==> config.mk <==
export PLATFORM = sky130hd
export DESIGN_NAME = mftm_router
export DESIGN_NICKNAME = d
export VERILOG_FILES = /design/src/rtl/mftm_router.v /design/src/rtl/mftm_sync.v /design/src/rtl/mftm_term_sel.v
export VERILOG_INCLUDE_DIRS = /design/src /design/src/rtl
export SDC_FILE = /design/constraint.sdc
export NUM_CORES = 1
export LEC_CHECK = 0
export ABC_AREA = 1
export BUFFER_PORTS_ARGS = -buffer_cell sky130_fd_sc_hd__buf_2
export CORE_MARGIN = 2
export CORE_UTILIZATION = 46
export CTS_CLUSTER_DIAMETER = 50
export DETAILED_ROUTE_END_ITERATION = 6
export GPL_ROUTABILITY_DRIVEN = 0
export GPL_TIMING_DRIVEN = 0
export PLACE_DENSITY = 0.88
export SETUP_SLACK_MARGIN = 0.3
export SKIP_LAST_GASP = 1
export SLEW_MARGIN = 20
export SYNTH_ARGS = -nofsm -noshare
export SYNTH_HDL_FRONTEND = slang
export SYNTH_SLANG_ARGS = --single-unit
export TNS_END_PERCENT = 30
==> constraint.sdc <==
create_clock -name MCLK -period 1.7 [get_ports MCLK]
set_input_delay 0.17 -clock MCLK [delete_from_list [all_inputs] [get_ports MCLK]]
set_output_delay 0.17 -clock MCLK [all_outputs]
set_load 0.01 [all_outputs]
==> src/rtl/mftm_defines.vh <==
// Constants for the low multifunction terminal router: register offsets,
// field positions, reset values and selector codes.
// Assumes a 32-bit classic Wishbone slave with byte addresses.
`ifndef MFTM_DEFINES_VH
`define MFTM_DEFINES_VH

// Register word offsets (byte address bits 7:2)
`define MFTM_ADDR_ROUTING 6'h00
`define MFTM_ADDR_GPO 6'h01
`define MFTM_ADDR_STATUS 6'h02

// Routing register selector fields
`define MFTM_SEL2_MSB 11
`define MFTM_SEL2_LSB 8
`define MFTM_SEL1_MSB 7
`define MFTM_SEL1_LSB 4
`define MFTM_SEL0_MSB 3
`define MFTM_SEL0_LSB 0
`define MFTM_ROUTING_RESET 12'h000

// General-purpose output register
`define MFTM_GPO_RESET 3'h0

// Status register fields
`define MFTM_STAT_LEVEL_LSB 0
`define MFTM_STAT_SERIAL_BIT 3
`define MFTM_STAT_DRIVE_LSB 4

// Strap timing: count value at which the synchronised straps are valid
`define MFTM_STRAP_WAIT 2'h2

// Selector codes
`define MFTM_CODE_GPI 4'h0
`define MFTM_CODE_GPO 4'h1
`define MFTM_CODE_SPECIAL 4'h2
`define MFTM_CODE_IRQ3 4'h3
`define MFTM_CODE_IRQ4 4'h4
`define MFTM_CODE_IRQ5 4'h5
`define MFTM_CODE_VSTAT 4'h6
`define MFTM_CODE_VSEL0 4'h7
`define MFTM_CODE_AUDIO 4'h8
`define MFTM_CODE_IRQ9 4'h9
`define MFTM_CODE_IRQ10 4'ha
`define MFTM_CODE_IRQ11 4'hb
`define MFTM_CODE_RING_LED 4'hc
`define MFTM_CODE_IRQ13 4'hd
`define MFTM_CODE_EVENT 4'he
`define MFTM_CODE_LAST 4'hf

`endif

==> src/rtl/mftm_router.v <==
// Low multifunction terminal router: routing register, output values,
// status, three terminal drivers and the serial bus override.
// Assumes a classic Wishbone master on MCLK and pins on pads that resolve
// the output enables; internal function signals are synchronous to MCLK.
//
// Operation
// - Three 4-bit read/write selectors in bits 11-8, 7-4, 3-0 route terminals 2,1,0.
// - Selectors reset to 0000, each terminal then a general input of same index.
// - Code 0001 drives the terminal with its general output value.
// - Code 0010 gives DMA request, interrupt 2 or PCI INTA per terminal.
// - Codes 0011 to 0101 drive interrupt lines 3, 4 and 5.
// - Code 0110 outputs video status, code 0111 video select zero.
// - Code 1000 outputs the card audio pwm signal.
// - Code 1110 outputs the general event signal for wake.
// - Codes 1001 to 1011 drive interrupt lines 9, 10 and 11.
// - Code 1111 gives interrupt 7 on terminal 2, interrupt 15 elsewhere.
// - Serial bus mode makes terminal 1 the serial data line.
// - Serial bus mode makes terminal 4 the serial clock line.
`timescale 1ns/1ps
`include "mftm_defines.vh"
module mftm_router (
  MCLK,
  RESETN,
  ADR_I,
  DAT_I,
  DAT_O,
  WE_I,
  SEL_I,
  STB_I,
  CYC_I,
  ACK_O,
  IRQ_REQ,
  CENTRAL_DMA_REQUEST,
  PCI_INTA,
  VIDEO_PORT_STATUS,
  VIDEO_PORT_SELECT_ZERO,
  CARD_AUDIO_PWM_OUT,
  GENERAL_EVENT_OUT,
  RING_INDICATE_OUT,
  SOCKET_ACTIVITY_LED,
  POWER_SWITCH_CTL_ZERO,
  POWER_SWITCH_CTL_ONE,
  SERIAL_DATA_OE,
  SERIAL_CLOCK_OE,
  SERIAL_DATA_IN,
  SERIAL_CLOCK_IN,
  SERIAL_MODE,
  MULTI_TERMINAL_PIN_IN,
  MULTI_TERMINAL_PIN_OUT,
  MULTI_TERMINAL_PIN_OE,
  MULTI_TERMINAL_FOUR_PIN_IN,
  MULTI_TERMINAL_FOUR_PIN_OUT,
  MULTI_TERMINAL_FOUR_PIN_OE
);
  input wire MCLK;
  input wire RESETN;
  input wire [7:0] ADR_I;
  input wire [31:0] DAT_I;
  output reg [31:0] DAT_O;
  input wire WE_I;
  input wire [3:0] SEL_I;
  input wire STB_I;
  input wire CYC_I;
  output reg ACK_O;
  input wire [15:0] IRQ_REQ;
  input wire CENTRAL_DMA_REQUEST;
  input wire PCI_INTA;
  input wire VIDEO_PORT_STATUS;
  input wire VIDEO_PORT_SELECT_ZERO;
  input wire CARD_AUDIO_PWM_OUT;
  input wire GENERAL_EVENT_OUT;
  input wire RING_INDICATE_OUT;
  input wire SOCKET_ACTIVITY_LED;
  input wire POWER_SWITCH_CTL_ZERO;
  input wire POWER_SWITCH_CTL_ONE;
  input wire SERIAL_DATA_OE;
  input wire SERIAL_CLOCK_OE;
  output reg SERIAL_DATA_IN;
  output reg SERIAL_CLOCK_IN;
  output reg SERIAL_MODE;
  input wire [2:0] MULTI_TERMINAL_PIN_IN;
  output reg [2:0] MULTI_TERMINAL_PIN_OUT;
  output reg [2:0] MULTI_TERMINAL_PIN_OE;
  input wire MULTI_TERMINAL_FOUR_PIN_IN;
  output reg MULTI_TERMINAL_FOUR_PIN_OUT;
  output reg MULTI_TERMINAL_FOUR_PIN_OE;

  reg [11:0] routing_reg;
  reg [2:0] gpo_reg;
  reg [1:0] strap_cnt_reg;
  wire strap_done;
  wire [3:0] multi_terminal_two_select;
  wire [3:0] multi_terminal_one_select;
  wire [3:0] multi_terminal_zero_select;
  wire [11:0] select_bus;
  wire [2:0] general_input;
  wire general_input_four;
  wire [1:0] power_switch_sync;
  wire [2:0] sel_lvl;
  wire [2:0] sel_en;
  wire bus_req;
  wire bus_write;
  wire [5:0] word_addr;
  reg [31:0] read_data;
  reg [2:0] pin_out_next;
  reg [2:0] pin_oe_next;

  assign multi_terminal_two_select = routing_reg[`MFTM_SEL2_MSB:`MFTM_SEL2_LSB];
  assign multi_terminal_one_select = routing_reg[`MFTM_SEL1_MSB:`MFTM_SEL1_LSB];
  assign multi_terminal_zero_select = routing_reg[`MFTM_SEL0_MSB:`MFTM_SEL0_LSB];
  assign select_bus = {multi_terminal_two_select, multi_terminal_one_select,
                       multi_terminal_zero_select};

  // Pin levels pass two flops before use
  mftm_sync #(
    .W(4)
  ) u_pin_sync (
    .clk(MCLK),
    .rst_n(RESETN),
    .d({MULTI_TERMINAL_FOUR_PIN_IN, MULTI_TERMINAL_PIN_IN}),
    .q({general_input_four, general_input})
  );

  mftm_sync #(
    .W(2)
  ) u_strap_sync (
    .clk(MCLK),
    .rst_n(RESETN),
    .d({POWER_SWITCH_CTL_ONE, POWER_SWITCH_CTL_ZERO}),
    .q(power_switch_sync)
  );

  // Sync flops leave reset at zero, so the straps are only valid at the third edge
  assign strap_done = (strap_cnt_reg == 2'h3);

  // serial mode caught once after reset
  always @(posedge MCLK or negedge RESETN)
  begin
    if (!RESETN)
    begin
      strap_cnt_reg <= 2'h0;
      SERIAL_MODE <= 1'b0;
    end
    else if (!strap_done)
    begin
      strap_cnt_reg <= strap_cnt_reg + 2'h1;
      if (strap_cnt_reg == `MFTM_STRAP_WAIT)
        SERIAL_MODE <= power_switch_sync[0] & power_switch_sync[1];
    end
  end

  genvar t;
  generate
    for (t = 0; t < 3; t = t + 1)
    begin : g_term
      mftm_term_sel #(
        .TERM(t)
      ) u_sel (
        .sel(select_bus[4*t+3:4*t]),
        .gpo(gpo_reg[t]),
        .irq(IRQ_REQ),
        .dma_req(CENTRAL_DMA_REQUEST),
        .inta(PCI_INTA),
        .vstat(VIDEO_PORT_STATUS),
        .vsel0(VIDEO_PORT_SELECT_ZERO),
        .audio_pwm(CARD_AUDIO_PWM_OUT),
        .event_out(GENERAL_EVENT_OUT),
        .ring(RING_INDICATE_OUT),
        .led(SOCKET_ACTIVITY_LED),
        .out_lvl(sel_lvl[t]),
        .out_en(sel_en[t])
      );
    end
  endgenerate

  // Serial data overrides terminal 1; open drain pulls low only
  always @*
  begin
    pin_out_next = sel_lvl;
    pin_oe_next = sel_en;
    if (SERIAL_MODE)
    begin
      pin_out_next[1] = 1'b0;
      pin_oe_next[1] = SERIAL_DATA_OE;
    end
  end

  // drive for outputs, release for inputs
  always @(posedge MCLK or negedge RESETN)
  begin
    if (!RESETN)
    begin
      MULTI_TERMINAL_PIN_OUT <= 3'h0;
      MULTI_TERMINAL_PIN_OE <= 3'h0;
      MULTI_TERMINAL_FOUR_PIN_OUT <= 1'b0;
      MULTI_TERMINAL_FOUR_PIN_OE <= 1'b0;
      SERIAL_DATA_IN <= 1'b1;
      SERIAL_CLOCK_IN <= 1'b1;
    end
    else
    begin
      MULTI_TERMINAL_PIN_OUT <= pin_out_next;
      MULTI_TERMINAL_PIN_OE <= pin_oe_next;
      MULTI_TERMINAL_FOUR_PIN_OUT <= 1'b0;
      MULTI_TERMINAL_FOUR_PIN_OE <= SERIAL_MODE & SERIAL_CLOCK_OE;
      // Line levels stay idle high until the pin sync has settled
      if (strap_done)
      begin
        SERIAL_DATA_IN <= general_input[1];
        SERIAL_CLOCK_IN <= general_input_four;
      end
    end
  end

  // Wishbone slave, one wait state, unmapped words read zero
  assign bus_req = CYC_I & STB_I & ~ACK_O;
  assign bus_write = bus_req & WE_I;
  assign word_addr = ADR_I[7:2];

  always @*
  begin
    read_data = 32'h0000_0000;
    case (word_addr)
      `MFTM_ADDR_ROUTING: read_data[11:0] = routing_reg;
      `MFTM_ADDR_GPO: read_data[2:0] = gpo_reg;
      `MFTM_ADDR_STATUS:
      begin
        read_data[`MFTM_STAT_LEVEL_LSB+2:`MFTM_STAT_LEVEL_LSB] = general_input;
        read_data[`MFTM_STAT_SERIAL_BIT] = SERIAL_MODE;
        read_data[`MFTM_STAT_DRIVE_LSB+2:`MFTM_STAT_DRIVE_LSB] = MULTI_TERMINAL_PIN_OE;
      end
      default: read_data = 32'h0000_0000;
    endcase
  end

  always @(posedge MCLK or negedge RESETN)
  begin
    if (!RESETN)
    begin
      ACK_O <= 1'b0;
      DAT_O <= 32'h0000_0000;
      routing_reg <= `MFTM_ROUTING_RESET;
      gpo_reg <= `MFTM_GPO_RESET;
    end
    else
    begin
      ACK_O <= bus_req;
      DAT_O <= bus_req ? read_data : 32'h0000_0000;
      if (bus_write && word_addr == `MFTM_ADDR_ROUTING)
      begin
        if (SEL_I[0])
          routing_reg[7:0] <= DAT_I[7:0];
        if (SEL_I[1])
          routing_reg[11:8] <= DAT_I[11:8];
      end
      if (bus_write && word_addr == `MFTM_ADDR_GPO && SEL_I[0])
        gpo_reg <= DAT_I[2:0];
    end
  end
endmodule // mftm_router

==> src/rtl/mftm_sync.v <==
// Two-flop synchroniser for levels arriving from pins.
// Assumes the inputs are quasi-static relative to MCLK.
`timescale 1ns/1ps
module mftm_sync #(
  parameter W = 1
) (
  input wire clk,
  input wire rst_n,
  input wire [W-1:0] d,
  output reg [W-1:0] q
);
  reg [W-1:0] meta_reg;

  always @(posedge clk or negedge rst_n)
  begin
    if (!rst_n)
    begin
      meta_reg <= {W{1'b0}};
      q <= {W{1'b0}};
    end
    else
    begin
      meta_reg <= d;
      q <= meta_reg;
    end
  end
endmodule // mftm_sync

==> src/rtl/mftm_term_sel.v <==
// Function selector for one multifunction terminal: maps a 4-bit code to
// an output level and a drive enable. Purely combinational.
// Assumes the internal function signals are synchronous to MCLK.
`timescale 1ns/1ps
`include "mftm_defines.vh"
module mftm_term_sel #(
  parameter TERM = 0
) (
  input wire [3:0] sel,
  input wire gpo,
  input wire [15:0] irq,
  input wire dma_req,
  input wire inta,
  input wire vstat,
  input wire vsel0,
  input wire audio_pwm,
  input wire event_out,
  input wire ring,
  input wire led,
  output reg out_lvl,
  output reg out_en
);
  always @*
  begin
    out_lvl = 1'b0;
    out_en = 1'b1;
    case (sel)
      `MFTM_CODE_GPI: out_en = 1'b0;
      `MFTM_CODE_GPO: out_lvl = gpo;
      `MFTM_CODE_SPECIAL: out_lvl = (TERM == 2) ? dma_req : (TERM == 1) ? irq[2] : inta;
      `MFTM_CODE_IRQ3: out_lvl = irq[3];
      `MFTM_CODE_IRQ4: out_lvl = irq[4];
      `MFTM_CODE_IRQ5: out_lvl = irq[5];
      `MFTM_CODE_VSTAT: out_lvl = vstat;
      `MFTM_CODE_VSEL0: out_lvl = vsel0;
      `MFTM_CODE_AUDIO: out_lvl = audio_pwm;
      `MFTM_CODE_IRQ9: out_lvl = irq[9];
      `MFTM_CODE_IRQ10: out_lvl = irq[10];
      `MFTM_CODE_IRQ11: out_lvl = irq[11];
      `MFTM_CODE_RING_LED:
      begin
        out_lvl = (TERM == 2) ? ring : led;
        out_en = (TERM != 1);
      end
      `MFTM_CODE_IRQ13: out_lvl = irq[13];
      `MFTM_CODE_EVENT: out_lvl = event_out;
      `MFTM_CODE_LAST: out_lvl = (TERM == 2) ? irq[7] : irq[15];
      default: out_en = 1'b0;
    endcase
  end
endmodule // mftm_term_sel

==> metrics.md <==
| Metric | Value |
|---|---|
| Outcome | complete, no violations |
| Worst-path maximum fanout | 8 |
| Num rows | 27 |
| DRC errors left | 0 |
| Setup TNS | 0 ps |
| Final Cycle Share | 82.35% |
| Drt wl/cell | 11.91 um |
| Maximum VDD drop | 0.3693 mV |
| Final setup violation count | 0 |
| Core ar. | 5473 um^2 |
| Largest net degree at the start of global routing | 53 |
| Slowest cell on crit path | dfrtp_1 |
| Max-cap violations | 0 |
| Skew-Pair Late Insertion Delay | 320 ps |
| Number of diodes | 0 |
| Type of the worst min-delay path | input pin to flip-flop |
| Total number of vias | 2315 |
| Ratio of cells with drive above 1 in the final layout | 34.29% |
| Die ar. | 6229 um^2 |
| Area fraction of the dominant cell type after synthesis | 48.45% |
| Leakage | 1.868 nW |
| Commonest non-fill, non-tap cell in the layout | buf_2 |
| Ys Warns | 0 |
| Fill cells | 491 |
| Initial antenna violation count | 0 |
| Crit-path cells | nor2_4 -> clkinv_4 -> nor2_4 -> nand3_4 -> buf_6 -> nand2_1 -> o21ai_2 |
| Hold Startpoint | SERIAL_CLOCK_OE |
| Reg2Reg Depth | 7 |
| Avg Inst Size Synth | 8.523 um^2 |
| Area grow syn2layout | 30.77% |
| Slew headroom | 58.19% |
| Final Hold Vio Count | 0 |
| Final wirelength | 5823 um |
| CP peak stage delay | 420 ps |
| Vias in the first global route | 2213 |
| Clk Tree Root Cell | clkbuf_8 |
| Clock buffer depth | 2 |
| Top area cells in the synthesized netlist | dfrtp_1 48%, nand2_1 10%, buf_4 6.1% |
| Cells after Synth | 303 |
| Final Max Tran Viols | 0 |
| Vias/cell | 4.734 |
| Area leader, netlist | dfrtp_1 |
| Synth unique cells | 28 |
| Power Density | 699.1 nW/um^2 |
| Worst Setup End Kind | flip-flop |
| Die X | 78.93 um |
| Initial DRC Count | 177 |
| Slew @ Worst Pin | 627.2 ps |
| Pre-Repair DR Iteration Count | 4 |
| Sequential area share after synthesis | 50.48% |
| Top cell by count, worst path | nor2_4 |
| Fmax | 714.3 MHz |
| Crit. Startpoint | ACK_O$_DFF_PN0_ |
| Clk sink count | 52 |
| Crit path required time | 1920 ps |
| Port bufs | 73 |
| Clk slew on worst S/H paths | 110 ps |
| Global-route wire length before repair | 9611 um |
| Fin crit period | 1400 ps |
| Cts bufs inserted | 5 |
| H-tree depth | 2 |
| HPWL after DPL | 4446 um |
| Nets@finish | 499 |
| I/O pin total | 125 |
| Die height | 78.93 um |
| CP Data Arrival Time | 1620 ps |
| Hold depth | 3 |
| #FFs+latches synth | 52 |
| WS Path Type | flip-flop to flip-flop |
| Setup crit start kind | flip-flop |
| Global route overflow | 0 |
| Hold slack final | 41.98 ps |
| Area of the mapped netlist | 2582 um^2 |
| Effective utilization at floorplan | 47.19% |
| Most frequent cells in the layout | 74 x buf_2, 69 x nand2_1, 49 x dfrtp_1 |
| GRT Util Overall | 19.68% |
| Routed Antenna Nets | 0 |
| Worst r2r src | ACK_O$_DFF_PN0_ |
| RSZ-0062 raised after global routing | yes |
| Clk_skew | 9.017 ps |
| CTS tree | built |
## kinds of logic (layout without fill, tap and decap cells)
logic type               after synthesis  count (layout)  share of synthesized area (%)
AND/OR/NAND/NOR                      150             150                          26.65
buffers and inverters                 60             154                          12.31
flip-flops                            52              52                          50.48
AO/OA/AOI/OAI                         35              35                          8.237
adder cells (fa/ha/maj)                2               2                         0.9688
multiplexers                           2               2                         0.8720
other                                  1              21                         0.1452
XOR/XNOR                               1               1                         0.3392
## Yosys cell counts
cell type and instances:
dfstp_2 2, nand3_4 2, nor2_4 2, nand3_2 1, or2_2 1, ha_1 2, dfrtp_1 50, buf_4 21
inv_4 1, inv_1 34, a21oi_2 3, nor2_8 1, o21bai_1 1, o21ai_2 5, o21ai_0 14, buf_2 3
nand3_1 27, a21oi_1 8, xnor2_1 1, nor3_1 5, o22ai_1 4, mux2_2 2, buf_6 1, nor2_1 33
conb_1 1, nand2_1 71, nand4_1 4, nor2_2 3
## timing repair
item,4_1_cts,5_1_grt
hold buffers,6,1
cloned,0,1
hold endpoints to repair,6,50
resized for setup,0,13
endpoints found under the setup margin,2,18
pin swaps,1,3
buffers inserted,0,5
## stage by stage
stage	instances	instance area, um^2	setup slack [ps]	power, mW	utilization (%)
after floorplan	323	2658	407.0	1.462	-
after global placement	468	3113	326.0	1.584	56.88
after detailed placement	468	3113	311.9	1.591	56.88
after CTS	482	3271	303.8	2.356	59.76
after global routing	489	3377	216.8	2.472	61.71
final	489	3377	300.0	2.361	61.71
## final timing paths
| check | end | slack, ps |
|---|---|---|
| setup / recovery | routing_reg[0]$_DFFE_PN0P_ | 300 |
| hold / removal | MULTI_TERMINAL_FOUR_PIN_OE$_DFF_PN0_ | 40 |
| setup reg to reg | routing_reg[0]$_DFFE_PN0P_ | 300 |
| hold reg to reg | u_strap_sync.q[0]$_DFF_PN0_ | 360 |
| max in group asynchronous | routing_reg[8]$_DFFE_PN0P_ | 840 |
| min in group asynchronous | u_pin_sync.q[3]$_DFF_PN0_ | 400 |
## critical path, delay by kind of cell (launching register included)
| kind | cells | cell delay (ps) |
|---|---|---|
| flops | 1 | 420 |
| buf+inv | 2 | 250 |
| simple gates | 4 | 590 |
| compound gates | 1 | 50 |
## final cells by class
type | instances | area, um^2 | share of cell area [%]
plain buffers | 25 | 190.2 | 5.632
clock buffers | 5 | 68.82 | 2.038
clock inverters | 3 | 28.78 | 0.8522
inverters | 35 | 136.4 | 4.039
multi-input cells | 211 | 1054 | 31.20
flip-flops and latches | 52 | 1305 | 38.64
well taps | 72 | 90.09 | 2.668
repair buffers | 86 | 504.2 | 14.93
## routing by layer
metal  GRT usage [%]  part of all wire (%)  up-vias
li1                -                     -     1143
met1           23.51                    40     1058
met2           34.79                    49       93
met3           4.091                   7.6       21
met4           7.759                   3.1        0
met5               0                     0        -
## power by group
group	switching, mW	leakage [nW]	total (mW)	internal (mW)
clock	0.457	0.0511	0.768	0.311
combinational	0.162	1.19	0.296	0.135
sequential	0.0225	0.629	1.30	1.27
total	0.641	1.87	2.36	1.72
(Power assumes the default switching activity.)
